`src/core/amp_supervision_defines.vh`:
```
// constants for the amplifier supervision, calibration and pin control block
`ifndef AMP_SUPERVISION_DEFINES_VH
`define AMP_SUPERVISION_DEFINES_VH

// ----------------------------------------------------------------------------
// timing
// ----------------------------------------------------------------------------
`define CLK_PERIOD_NS    8
`define CLIP_TIME_NS     200000
`define CLIP_CYCLES      ((`CLIP_TIME_NS + `CLK_PERIOD_NS - 1) / `CLK_PERIOD_NS)
`define FULL_CAL_MS      85
`define FULL_CAL_CYCLES  ((`FULL_CAL_MS * 1000000) / `CLK_PERIOD_NS)
`define QUICK_CAL_MS     8
`define QUICK_CAL_CYCLES ((`QUICK_CAL_MS * 1000000) / `CLK_PERIOD_NS)
`define SCHED_UNIT_MS    1000
`define SCHED_CYCLES     ((`SCHED_UNIT_MS * 1000000) / `CLK_PERIOD_NS)
`define MCLK_NS          1000
`define MCLK_HALF        ((`MCLK_NS / `CLK_PERIOD_NS) / 2)
`define MCLK_PERIOD      (`MCLK_NS / `CLK_PERIOD_NS)
`define CHOP_NS          8000
`define CHOP_HALF        ((`CHOP_NS / `CLK_PERIOD_NS) / 2)
`define CHOP_PERIOD      (`CHOP_NS / `CLK_PERIOD_NS)

// ----------------------------------------------------------------------------
// register offsets
// ----------------------------------------------------------------------------
`define REG_GAIN         4'h0
`define REG_CONTROL      4'h1
`define REG_STATUS       4'h2
`define REG_PIN_DIR      4'h3
`define REG_PIN_VALUE    4'h4
`define REG_CHAIN_SEL    4'h5
`define REG_SPECIAL_FUNCTION_CFG       4'h6
`define REG_SWITCH       4'h7

// ----------------------------------------------------------------------------
// field positions and reset values
// ----------------------------------------------------------------------------
`define CTL_RESTORE_DIS  0
`define CTL_CAL_QUICK    1
`define CTL_SCHED_LO     2
`define CTL_SCHED_HI     3
`define CTL_CAL_TRIGGER  4
`define CTL_CLK_SEL      5
`define ST_INPUT_CLIP    0
`define ST_GAIN_RESTORED 1
`define ST_OUTPUT_CLIP   2
`define ST_HV_LOW        3
`define ST_CAL_BUSY      4
`define SF_EXTERNAL_MUX_FIELD       0
`define SF_CAL_BUSY      1
`define SF_FAULT         2
`define SF_CLK_OUT       3
`define SF_CLK_IN        4
`define GAIN_RESET       8'h00
`define SWITCH_RESET     6'h00
`define NUM_AMPS         9

`endif

```
`src/core/amp_supervision.v`:
```
// supervision, ripple calibration sequencer and general-purpose pin control
`timescale 1ns/1ps
`include "amp_supervision_defines.vh"

module amp_supervision #(
   parameter NUM_PINS       = 7,
   parameter CLIP_CYCLES    = `CLIP_CYCLES,
   parameter FULL_CYCLES    = `FULL_CAL_CYCLES,
   parameter QUICK_CYCLES   = `QUICK_CAL_CYCLES,
   parameter SCHED_CYCLES   = `SCHED_CYCLES
) (
   // clock and reset
   input  wire                sys_clk,
   input  wire                arst_n,
   input  wire                softReset,
   // register port behind the serial host interface
   input  wire                regWr,
   input  wire                regRd,
   input  wire [3:0]          regAddr,
   input  wire [7:0]          regWrData,
   output reg  [7:0]          regRdData,
   // analog monitors
   input  wire                inClipA,
   input  wire                inClipB,
   input  wire                outSatPos,
   input  wire                outSatNeg,
   input  wire                hvPosLow,
   input  wire                hvNegLow,
   // analog controls
   output reg  [3:0]          inputGain,
   output reg  [1:0]          scaleSel,
   output reg  [5:0]          switchCtl,
   output reg                 calBusy,
   output reg                 calQuick,
   output reg  [3:0]          calAmpIdx,
   output reg                 extClkUse,
   // general-purpose pins
   input  wire                hostCs_n,
   input  wire [NUM_PINS-1:0] gpioIn,
   output reg  [NUM_PINS-1:0] gpioOut,
   output reg  [NUM_PINS-1:0] gpioOe_n
);

   // ----------------------------------------------------------------------------
   // state and registers
   // ----------------------------------------------------------------------------
   localparam ST_IDLE = 1'b0;      // no calibration running
   localparam ST_RUN  = 1'b1;      // calibration in progress

   reg [7:0]          gainReg;     // gain, scale bits and external mux field
   reg [7:0]          ctlReg;      // control bits
   reg [NUM_PINS-1:0] pinDir;      // 1 = output
   reg [NUM_PINS-1:0] pinVal;      // output values
   reg [NUM_PINS-1:0] chainSel;    // chained select enables
   reg [4:0]          sfCfg;       // special function enables
   reg [5:0]          swReg;       // switch settings kept by software
   reg                inClip;      // input clip flag
   reg                gainRestored;// sticky restore flag
   reg                outClip;     // output clip flag
   reg                hvLow;       // sticky supply-low flag
   reg                hvLowPrev;   // for rising-edge detect
   reg [15:0]         clipCnt;     // cycles of continuous input clip
   reg                calState;    // sequencer state
   reg [23:0]         calCnt;      // cycles left in current run / step
   reg [31:0]         schedCnt;    // scheduled calibration timer
   reg                pendFull;    // an automatic full run is owed
   reg [6:0]          mclkCnt;     // master clock divider
   reg [9:0]          chopCnt;     // chopping clock divider
   reg                mclk;        // 1 MHz master clock
   reg                chopClk;     // 125 kHz chopping clock

   localparam [31:0] FULL_STEP = FULL_CYCLES / `NUM_AMPS; // cycles per amplifier step
   wire [23:0] fullStep = FULL_STEP[23:0]; // a remainder below one cycle per step is dropped

   // schedule interval: unit, doubled per field step
   function [31:0] schedLimit;
      input [1:0] field;
      begin
         schedLimit = SCHED_CYCLES[31:0] << (field - 2'd1);
      end
   endfunction

   wire hvNow      = hvPosLow | hvNegLow;
   wire clipNow    = inClipA | inClipB;
   wire anyFault   = inClip | gainRestored | outClip | hvLow;
   wire wrGain     = regWr & (regAddr == `REG_GAIN);
   wire wrCtl      = regWr & (regAddr == `REG_CONTROL);
   wire wrStatus   = regWr & (regAddr == `REG_STATUS);
   wire clipLong   = (clipCnt >= CLIP_CYCLES[15:0]);
   wire doRestore  = clipLong & ~ctlReg[`CTL_RESTORE_DIS];
   wire [1:0] schedField = ctlReg[`CTL_SCHED_HI:`CTL_SCHED_LO];
   wire schedHit   = (schedField != 2'd0) && (schedCnt >= schedLimit(schedField));
   wire trigHit    = ctlReg[`CTL_CAL_TRIGGER];

   // ----------------------------------------------------------------------------
   // register writes, flags and gain protection
   // ----------------------------------------------------------------------------
   // soft reset returns every software setting to its reset value
   always @(posedge sys_clk or negedge arst_n) begin
      if (!arst_n) begin
         gainReg      <= `GAIN_RESET;
         ctlReg       <= 8'h00;
         pinDir       <= {NUM_PINS{1'b0}};
         pinVal       <= {NUM_PINS{1'b0}};
         chainSel     <= {NUM_PINS{1'b0}};
         sfCfg        <= 5'h00;
         swReg        <= `SWITCH_RESET;
         inClip       <= 1'b0;
         gainRestored <= 1'b0;
         outClip      <= 1'b0;
         hvLow        <= 1'b0;
         hvLowPrev    <= 1'b0;
         clipCnt      <= 16'h0000;
      end else if (softReset) begin
         gainReg      <= `GAIN_RESET;
         ctlReg       <= 8'h00;
         pinDir       <= {NUM_PINS{1'b0}};
         pinVal       <= {NUM_PINS{1'b0}};
         chainSel     <= {NUM_PINS{1'b0}};
         sfCfg        <= 5'h00;
         swReg        <= `SWITCH_RESET;
         gainRestored <= 1'b0;
         hvLow        <= 1'b0;
         clipCnt      <= 16'h0000;
      end else begin
         inClip    <= clipNow;
         outClip   <= outSatPos | outSatNeg;
         hvLowPrev <= hvNow;
         // counter saturates so a stuck clip keeps the restore asserted
         if (!clipNow)
            clipCnt <= 16'h0000;
         else if (!clipLong)
            clipCnt <= clipCnt + 16'h0001;
         // gain register: restore wins over a software write
         if (doRestore)
            gainReg <= (gainReg & 8'hc0) | (`GAIN_RESET & 8'h3f);
         else if (wrGain)
            gainReg <= regWrData;
         // control: trigger self-clears the cycle after its write, whether the sequencer takes it or not
         if (wrCtl)
            ctlReg <= {2'b00, regWrData[5:0]};
         else if (calState == ST_IDLE)
            ctlReg[`CTL_CAL_TRIGGER] <= 1'b0;
         else if (trigHit)
            ctlReg[`CTL_CAL_TRIGGER] <= 1'b0;
         // sticky flags: a new event wins over the write-one clear
         if (doRestore)
            gainRestored <= 1'b1;
         else if (wrStatus && regWrData[`ST_GAIN_RESTORED])
            gainRestored <= 1'b0;
         if (hvNow)
            hvLow <= 1'b1;
         else if (wrStatus && regWrData[`ST_HV_LOW])
            hvLow <= 1'b0;
         if (regWr && regAddr == `REG_PIN_DIR)
            pinDir <= regWrData[NUM_PINS-1:0];
         if (regWr && regAddr == `REG_PIN_VALUE)
            pinVal <= regWrData[NUM_PINS-1:0];
         if (regWr && regAddr == `REG_CHAIN_SEL)
            chainSel <= regWrData[NUM_PINS-1:0];
         if (regWr && regAddr == `REG_SPECIAL_FUNCTION_CFG)
            sfCfg <= regWrData[4:0];
         if (regWr && regAddr == `REG_SWITCH)
            swReg <= regWrData[5:0];
      end
   end

   // ----------------------------------------------------------------------------
   // calibration sequencer
   // ----------------------------------------------------------------------------
   // a full run owed while running is held until idle and started then; a
   // trigger seen while running is dropped, since the run already renulls
   always @(posedge sys_clk or negedge arst_n) begin
      if (!arst_n) begin
         calState  <= ST_IDLE;
         calCnt    <= 24'h000000;
         calQuick  <= 1'b0;
         calAmpIdx <= 4'h0;
         schedCnt  <= 32'h00000000;
         pendFull  <= 1'b1;
      end else begin
         if (softReset || (hvNow && !hvLowPrev))
            pendFull <= 1'b1;
         if (calState == ST_RUN || schedField == 2'd0 || schedHit)
            schedCnt <= 32'h00000000;
         else
            schedCnt <= schedCnt + 32'h00000001;
         case (calState)
            ST_IDLE: begin
               calAmpIdx <= 4'h0;
               if (pendFull && !softReset) begin
                  pendFull  <= 1'b0;
                  calQuick  <= 1'b0;
                  calCnt    <= fullStep;
                  calState  <= ST_RUN;
               end else if (trigHit || schedHit) begin
                  calQuick  <= ctlReg[`CTL_CAL_QUICK];
                  calCnt    <= ctlReg[`CTL_CAL_QUICK] ? QUICK_CYCLES[23:0]
                                                      : fullStep;
                  calState  <= ST_RUN;
               end
            end
            ST_RUN: begin
               if (softReset) begin
                  calState <= ST_IDLE;
               end else if (calCnt > 24'h000001) begin
                  calCnt <= calCnt - 24'h000001;
               end else if (!calQuick && calAmpIdx != `NUM_AMPS - 1) begin
                  calAmpIdx <= calAmpIdx + 4'h1;
                  calCnt    <= fullStep;
               end else begin
                  calState <= ST_IDLE;
               end
            end
            default: calState <= ST_IDLE;
         endcase
      end
   end

   // ----------------------------------------------------------------------------
   // clock dividers for export
   // ----------------------------------------------------------------------------
   // the odd 125-cycle period gives a near-half duty cycle, fine for sync use
   always @(posedge sys_clk or negedge arst_n) begin
      if (!arst_n) begin
         mclkCnt <= 7'h00;
         chopCnt <= 10'h000;
         mclk    <= 1'b0;
         chopClk <= 1'b0;
      end else begin
         mclkCnt <= (mclkCnt == `MCLK_PERIOD - 1) ? 7'h00 : mclkCnt + 7'h01;
         chopCnt <= (chopCnt == `CHOP_PERIOD - 1) ? 10'h000 : chopCnt + 10'h001;
         mclk    <= (mclkCnt < `MCLK_HALF);
         chopClk <= (chopCnt < `CHOP_HALF);
      end
   end

   // ----------------------------------------------------------------------------
   // analog control and pin outputs
   // ----------------------------------------------------------------------------
   genvar p;
   generate
      for (p = 0; p < NUM_PINS; p = p + 1) begin : gPin
         // special functions take priority over chaining, then plain data
         always @(posedge sys_clk or negedge arst_n) begin
            if (!arst_n) begin
               gpioOut[p]  <= 1'b0;
               gpioOe_n[p] <= 1'b1;
            end else begin
               gpioOe_n[p] <= ~pinDir[p];
               if (p <= 1 && sfCfg[`SF_EXTERNAL_MUX_FIELD])
                  gpioOut[p] <= gainReg[6 + (p % 2)];
               else if (p == 2 && sfCfg[`SF_CAL_BUSY])
                  gpioOut[p] <= (calState == ST_RUN);
               else if (p == 3 && sfCfg[`SF_FAULT])
                  gpioOut[p] <= anyFault;
               else if (p == 4 && sfCfg[`SF_CLK_OUT] && !sfCfg[`SF_CLK_IN])
                  gpioOut[p] <= ctlReg[`CTL_CLK_SEL] ? chopClk : mclk;
               else if (chainSel[p])
                  gpioOut[p] <= hostCs_n;
               else
                  gpioOut[p] <= pinVal[p];
            end
         end
      end
   endgenerate

   // switches forced while calibrating; software values return afterwards
   always @(posedge sys_clk or negedge arst_n) begin
      if (!arst_n) begin
         inputGain <= 4'h0;
         scaleSel  <= 2'b00;
         switchCtl <= `SWITCH_RESET;
         calBusy   <= 1'b0;
         extClkUse <= 1'b0;
      end else begin
         inputGain <= gainReg[3:0];
         scaleSel  <= gainReg[5:4];
         calBusy   <= (calState == ST_RUN);
         extClkUse <= sfCfg[`SF_CLK_IN] & ~sfCfg[`SF_CLK_OUT] & ~pinDir[4];
         if (calState == ST_RUN)
            switchCtl <= {2'b11, 4'b0000};
         else
            switchCtl <= swReg;
      end
   end

   // ----------------------------------------------------------------------------
   // register reads
   // ----------------------------------------------------------------------------
   // pin value read mixes stored outputs and sampled inputs per direction
   always @(posedge sys_clk or negedge arst_n) begin
      if (!arst_n) begin
         regRdData <= 8'h00;
      end else if (regRd) begin
         case (regAddr)
            `REG_GAIN:      regRdData <= gainReg;
            `REG_CONTROL:   regRdData <= ctlReg;
            `REG_STATUS:    regRdData <= {3'b000, calState == ST_RUN, hvLow,
                                          outClip, gainRestored, inClip};
            `REG_PIN_DIR:   regRdData <= {{(8-NUM_PINS){1'b0}}, pinDir};
            `REG_PIN_VALUE: regRdData <= {{(8-NUM_PINS){1'b0}},
                                          (pinDir & pinVal) | (~pinDir & gpioIn)};
            `REG_CHAIN_SEL: regRdData <= {{(8-NUM_PINS){1'b0}}, chainSel};
            `REG_SPECIAL_FUNCTION_CFG:    regRdData <= {3'b000, sfCfg};
            `REG_SWITCH:    regRdData <= {2'b00, swReg};
            default:        regRdData <= 8'h00;
         endcase
      end
   end

endmodule // amp_supervision

```
`config.mk`:
```
export PLATFORM = sky130hd
export DESIGN_NAME = amp_supervision
export DESIGN_NICKNAME = d
export VERILOG_FILES = /design/src/core/amp_supervision.v
export VERILOG_INCLUDE_DIRS = /design/src /design/src/core
export SDC_FILE = /design/constraint.sdc
export NUM_CORES = 1
export LEC_CHECK = 0
export ABC_AREA = 1
export BUFFER_PORTS_ARGS = -buffer_cell sky130_fd_sc_hd__buf_4
export CELL_PAD_IN_SITES_DETAIL_PLACEMENT = 0
export CELL_PAD_IN_SITES_GLOBAL_PLACEMENT = 1
export CORE_MARGIN = 2
export CORE_UTILIZATION = 45
export DETAILED_ROUTE_END_ITERATION = 16
export PLACE_DENSITY = 0.87
export SLEW_MARGIN = 20
export SYNTH_ARGS = -nofsm -noshare
export SYNTH_HDL_FRONTEND = slang
export SYNTH_SLANG_ARGS = --single-unit
```
`constraint.sdc`:
```
create_clock -name sys_clk -period 4.45 [get_ports sys_clk]
set_input_delay 0.89 -clock sys_clk [delete_from_list [all_inputs] [get_ports sys_clk]]
set_output_delay 0.89 -clock sys_clk [all_outputs]
set_load 0.01 [all_outputs]
```
=== Yosys cells after proc, flatten, opt, wreduce, memory -nomap -nowiden ===
Index checks and enable logic that the tools add are counted.

* Bits in registers: 187
* Input bits: 31
* Output and inout bits: 41

* $add $sub $neg: 7
* Order comparisons: 5
* Equal/unequal tests: 17
* Shift-type cells: 1
* Mux-type cells: 66
* Bitwise operators: 26
* Reductions and logical operators: 38

{| class="wikitable"
|+ Operators by type and width
! kind !! number
|-
| 2-to-1 mux 24 bit || 5
|-
| one-hot mux 8 bit (8 select lines) || 1
|-
| 2-to-1 mux 7 bit || 7
|-
| 2-to-1 mux 16 bit || 3
|-
| one-hot mux 24 bit (2 select lines) || 1
|-
| adder 32 x 1 -> 32 bit (second input constant) || 1
|-
| greater-or-equal comparator 32 bit || 1
|-
| 2-to-1 mux 32 bit || 1
|-
| 2-to-1 mux 8 bit || 4
|-
| left shift 27 x 2 -> 32 bit (first input constant) || 1
|-
| 2-to-1 mux 1 bit || 30
|-
| > comparator 24 x 1 -> 1 bit (second input constant) || 1
|-
| subtractor 24 x 1 -> 24 bit (second input constant) || 1
|-
| 2-to-1 mux 21 bit || 1
|-
| 2-to-1 mux 6 bit || 3
|-
| nonzero test 2 bit || 9
|-
| adder 16 x 1 -> 16 bit (second input constant) || 1
|-
| equality test 4 x 3 -> 1 bit (second input constant) || 4
|-
| greater-or-equal comparator 16 x 15 -> 1 bit (second input constant) || 1
|-
| 2-to-1 mux 4 bit || 4
|-
| AND 7 bit || 2
|-
| logical AND 1 bit || 12
|-
| adder 10 x 1 -> 10 bit (second input constant) || 1
|-
| equality test 10 bit (second input constant) || 1
|-
| 30 further kinds || 64
|}

=== Longest topological paths before layout ===
* Depth in word-level cells: 8
* Mapped depth: 19
* Mapped depth without buffers: 18

=== Worst setup path before layout ===
OpenSTA, ideal clock, no wires.

* Path kind: reg2reg
* Start point: register ctlReg[2]
* End point: register calCnt[14]
* Setup time: 0.117 ns
* Arrival time: 2.181 ns
* Required time: 4.333 ns
* Slack: 2.152 ns
* Cell stages (with the launch flop): 20
* Path buffers: 1
* Clock period less this slack: 2.298 ns
* Path through: dfrtp_1 -> inv_1 -> ha_1 -> inv_1 -> ha_1 -> nand2_1 -> inv_1 -> nand2_1 -> inv_1 -> nand2_1 -> nand3_1 -> nand2_1 -> inv_2 -> nor2_2 -> nand2_2 -> nand2_4 -> nand3_4 -> buf_6 -> nand2_1 -> nand2_1

* Word-level cells in the longest chain between the ends: 7
* Elaborated cells between the ends (all ways): 8

{| class="wikitable"
|+ Ends and longest elaborated chain
! element !! line !! source
|-
| start: declaration || amp_supervision.v:51 || <nowiki>reg [7:0] ctlReg;</nowiki>
|-
| start signal: assignment || amp_supervision.v:141 || <nowiki>ctlReg <= {2'b00, regWrData[5:0]};</nowiki>
|-
| subtractor 2 x 1 -> 2 bit || amp_supervision.v:79 || <nowiki>schedLimit = SCHED_CYCLES[31:0] << (field - 2'd1);</nowiki>
|-
| left shift 27 x 2 -> 32 bit || amp_supervision.v:79 ||
|-
| greater-or-equal comparator 32 bit || amp_supervision.v:92 || <nowiki>wire schedHit = (schedField != 2'd0) && (schedCnt >= schedLimit(schedField));</nowiki>
|-
| logical AND 1 bit (*) || amp_supervision.v:92 ||
|-
| logical OR 1 bit (*) || amp_supervision.v:196 || <nowiki>end else if (trigHit || schedHit) begin</nowiki>
|-
| != test 3 x 1 -> 1 bit (no line) (*) || n/a ||
|-
| AND reduction 3 bit (no line) (*) || n/a ||
|-
| end signal: assignment || amp_supervision.v:194 || <nowiki>calCnt <= fullStep;</nowiki>
|-
| end signal: assignment || amp_supervision.v:198 || <nowiki>calCnt <= ctlReg[`CTL_CAL_QUICK] ? QUICK_CYCLES[23:0]</nowiki>
|-
| end signal: assignment || amp_supervision.v:207 || <nowiki>calCnt <= calCnt - 24'h000001;</nowiki>
|-
| end: declaration || amp_supervision.v:64 || <nowiki>reg [23:0] calCnt;</nowiki>
|}

Mark *: on every way between the ends. The rest lies on a longest branch, timed or not.
A chain may end at the register's enable or synchronous reset.

=== Final worst setup path ===
* Start point: register ctlReg[3]
* End point: register calCnt[19]

The elaborated chain is that of the path after synthesis.

==> impl_metrics.yaml <==
run_status:
  status: "complete, no violations"
drt:
  first_iter_violations: 627
  first_pass_iters: 8
  wirelength_mm: 24.6
  postRouteAntennaNets: 0
  total_via_count_after_detailed_routing: 8395
  drt-wirelength-per-cell_um: 15.4
  route.detailed.vias_per_inst: 5.26
  drc: 0
clock_tree:
  clkTransAtPathRegs_ns: 0.07
  cts.path.max_buffers: 2
  ctsHtreeMaxLevel: 4
  cts.sinks: 185
  cts-resized-gates: 0
  postcts_setup_bufs: 0
  cts_hold_buf: 0
  library_cell_used_as_clock_root_buffer: "clkbuf_16"
  cts_buffers: 17
  cts_tree: "built"
  worst_skew_pair.late_latency_ns: 0.44
sta:
  tightestPinTransition_ns: 0.867
  fin_skew_ns: 0.0115
  setup_total_negative_slack_ns: 0
  setup_slack_ns: 1.50
  clock.fmax_ghz: 0.339
  slew-limit-headroom: 0.421
  final_hold_viol_count: 0
  setup_repair_after_global_routing_missed_its_margin: "no"
  final-setup-viol-count: 0
  finalMaxSlewViolations: 0
  finalCritPeriodShare: 0.663
  final.min_clock_period_ns: 2.95
layout:
  n_antenna_cell: 0
  area.sequential_mm2: 0.00464
  ratio_of_cells_with_drive_above_1_in_the_final_layout: 0.114
  multi_input_gate_area_mm2: 0.00447
  stdcell_count: 1597
  filler_cells: 2026
  finish.net_count: 1374
  area.growth.synth_to_final_pct: 14.5
placement:
  placement.setup.worst_slack_ns: 1.54
  post-dp-hpwl_mm: 17.4
  post-place-cells: 1565
  port_buffers: 71
  gp_congestion: 0.879
synth:
  synth_commonest_cells: "nand2_1 (291), dfrtp_1 (177), inv_1 (162), nor2_1 (134), o21ai_0 (95)"
  postSynth.asyncResetShare: 1.00
  post_synth_design_cell_area_mm2: 0.00987
  synth-main-ff-cell: "dfrtp_1"
  synth.most_common_cell: "nand2_1"
  netlist_instances: 1233
  yosys_warnings: 0
  yosysTopAreaCell: "dfrtp_1"
  postSynthRegisterBits: 185
  synth-edff-count: 0
  largest_cells_by_area_after_synthesis: "dfrtp_1 (45%), nand2_1 (11%), inv_1 (6.2%), nor2_1 (5.1%), ha_1 (4.9%)"
  synth.yosys.seq_area_share: 0.470
  synthesis.nets: 1303
  netlist-cell-type-count: 51
  synth.avg_cell_area_um2: 8.01
  synth_largest_type_area_fraction: 0.449
worst_setup_path:
  critPathKind: "reg2reg"
  r2r_slack_ns: 1.50
  slowest_delay_ns: 0.48
  path_common_cell: "nand2_1"
  worst_r2r_startpoint: "ctlReg[3]$_DFFE_PN0P_"
  endpoint_of_the_most_critical_register_to_register_path: "calCnt[19]$_DFFE_PN0P_"
  setup.worst_path.end_class: "register"
  cp_slowest_cell: "dfrtp_1"
  critPathLaunchType: "register"
  worst_setup_path_startpoint: "ctlReg[3]$_DFFE_PN0P_"
  timing.critical_path.fanout_max: 26
  critical_path.endpoint: "calCnt[19]$_DFFE_PN0P_"
  ff2ff_path_depth: 18
  critPathArrivalTime_ns: 3.27
  worstPathCellList: "inv_1, ha_1, inv_1, ha_1, nand2_1, inv_1, nand2_1, inv_1, nand2_1, nand3_1, nand2_1, inv_2, nor2_2, nand2_2, nand2_4, nand3_4, nand2_1, nand2_1"
  cp.required_ns: 4.77
power:
  leakagePower_nw: 5.36
  power_switching_mw: 1.55
  share_comb_of_total_power: 0.214
  swShare: 0.340
  seq_power_share: 0.441
  clockPowerShare: 0.345
  internal_power_mw: 3.01
  power.density_mw_per_mm2: 404
  fin_total_pwr_mw: 4.56
  power.ir.vdd_worst_mv: 0.256
die:
  die_ar_mm2: 0.0231
  floorplan.rows: 54
  start_util: 0.455
  coreArea_mm2: 0.0217
  num_io_pins: 72
  die_h_um: 152
  die_x_um: 152
global_route:
  first_global_vias: 8022
  grt_first_pass_wirelength_mm: 40.9
  grt_antenna_before_repair: 0
  overall_track_demand_over_capacity_in_global_routing: 0.216
  grt_overflow_total: 0
  grt_start_max_net_pins: 89
run:
  cap_viol_max_count: 0
hold_path:
  worst_hold_path_type: "reg2reg"
## area by class of cell
class,instances,share of cell area
sequential,185,0.410
multi-input combinational,854,0.395
inverter,167,0.0554
timing repair buffer,79,0.0530
clock buffer,17,0.0376
tap,280,0.0310
clock inverter,15,0.0175
## power by group through the flow
stage,clock (mW),combinational [mW],sequential (mW)
floorplan,0,0.678,2.02
global placement,0,0.968,2.04
detailed placement,0,0.984,2.04
CTS,1.60,0.987,2.01
global route,1.67,1.12,2.04
finish,1.57,0.977,2.01
## state kept, by name (all words and copies together), names as in the netlist, 4 cells and up
signal     count
mclkCnt        7
calAmpIdx      4
switchCtl      6
chainSel       7
schedCnt      32
chopCnt       10
pinDir         7
swReg          6
clipCnt       16
ctlReg         6
calCnt        24
inputGain      4
sfCfg          5
gpioOe_n       7
gainReg        8
regRdData      8
gpioOut        7
pinVal         7
## kinds of logic after synthesis
| logic type | after synthesis | synth area share |
|---|---|---|
| AOI/OAI and AO/OA | 183 | 0.104 |
| buffers and inverters | 194 | 0.0779 |
| xor gates and xnor gates | 39 | 0.0346 |
| and+or+nand+nor | 591 | 0.263 |
| muxes | 1 | 0.00114 |
| adders and majority gates | 39 | 0.0494 |
| DFF | 185 | 0.470 |
| other | 1 | 0.000380 |
## routing by layer
metal  wire length [um]  global-route usage  vias up
met4                278              0.0601        0
li1                   -                   -     4179
met1              11600               0.305     3956
met5                  0                   0        -
met2              11600               0.352      229
met3               1100              0.0302       31
## worst max-delay path: cells and delay by family (launching register included)
kind	cells	cell delay (ns)
AND/OR/NAND/NOR	11	1.34
adder cells (fa/ha/maj)	2	0.63
flip-flops	1	0.48
buffers and inverters	5	0.36
## worst min path at each step
| stage | startpoint | to | slack [ns] | cells after the start |
|---|---|---|---|---|
| 3_3_place_gp | gainReg[3]$_DFFE_PN0P_ | inputGain[3]$_DFF_PN0_ | 0.37 | 0 |
| 4_1_cts | gainReg[3]$_DFFE_PN0P_ | inputGain[3]$_DFF_PN0_ | 0.38 | 0 |
| 3_5_place_dp | gainReg[1]$_DFFE_PN0P_ | inputGain[1]$_DFF_PN0_ | 0.37 | 0 |
| 2_1_floorplan | gainReg[0]$_DFFE_PN0P_ | inputGain[0]$_DFF_PN0_ | 0.35 | 0 |
| 5_1_grt | gainReg[3]$_DFFE_PN0P_ | inputGain[3]$_DFF_PN0_ | 0.38 | 0 |
| 6_report | gainReg[3]$_DFFE_PN0P_ | inputGain[3]$_DFF_PN0_ | 0.38 | 0 |
## metrics by stage
stage	utilization	hold WS (ns)	cell area [um2]
floorplan	-	0.354	9870
global placement	0.493	0.370	10700
detailed placement	0.493	0.371	10700
CTS	0.521	0.382	11300
global route	0.521	0.381	11300
finish	0.521	0.381	11300
## cells in the final DEF (no fill, tap or decap), drive strengths merged, types with 3 or more instances in the layout
master	Yosys	final
a211oi	3	3
a21oi	37	37
a31oi	4	4
buf	19	78
clkbuf	8	18
clkinv	1	9
dfrtp	177	177
dfstp	8	8
ha	39	39
inv	166	172
nand2	295	295
nand3	39	39
nand3b	3	3
nand4	45	45
nor2	144	144
nor3	41	41
nor3b	5	5
nor4	12	12
o2111ai	4	4
o21ai	99	99
o22ai	18	18
o31ai	3	3
o41ai	4	4
or2	5	5
xnor2	10	10
xor2	29	29
Note: power is estimated with default switching activity, not from simulation.
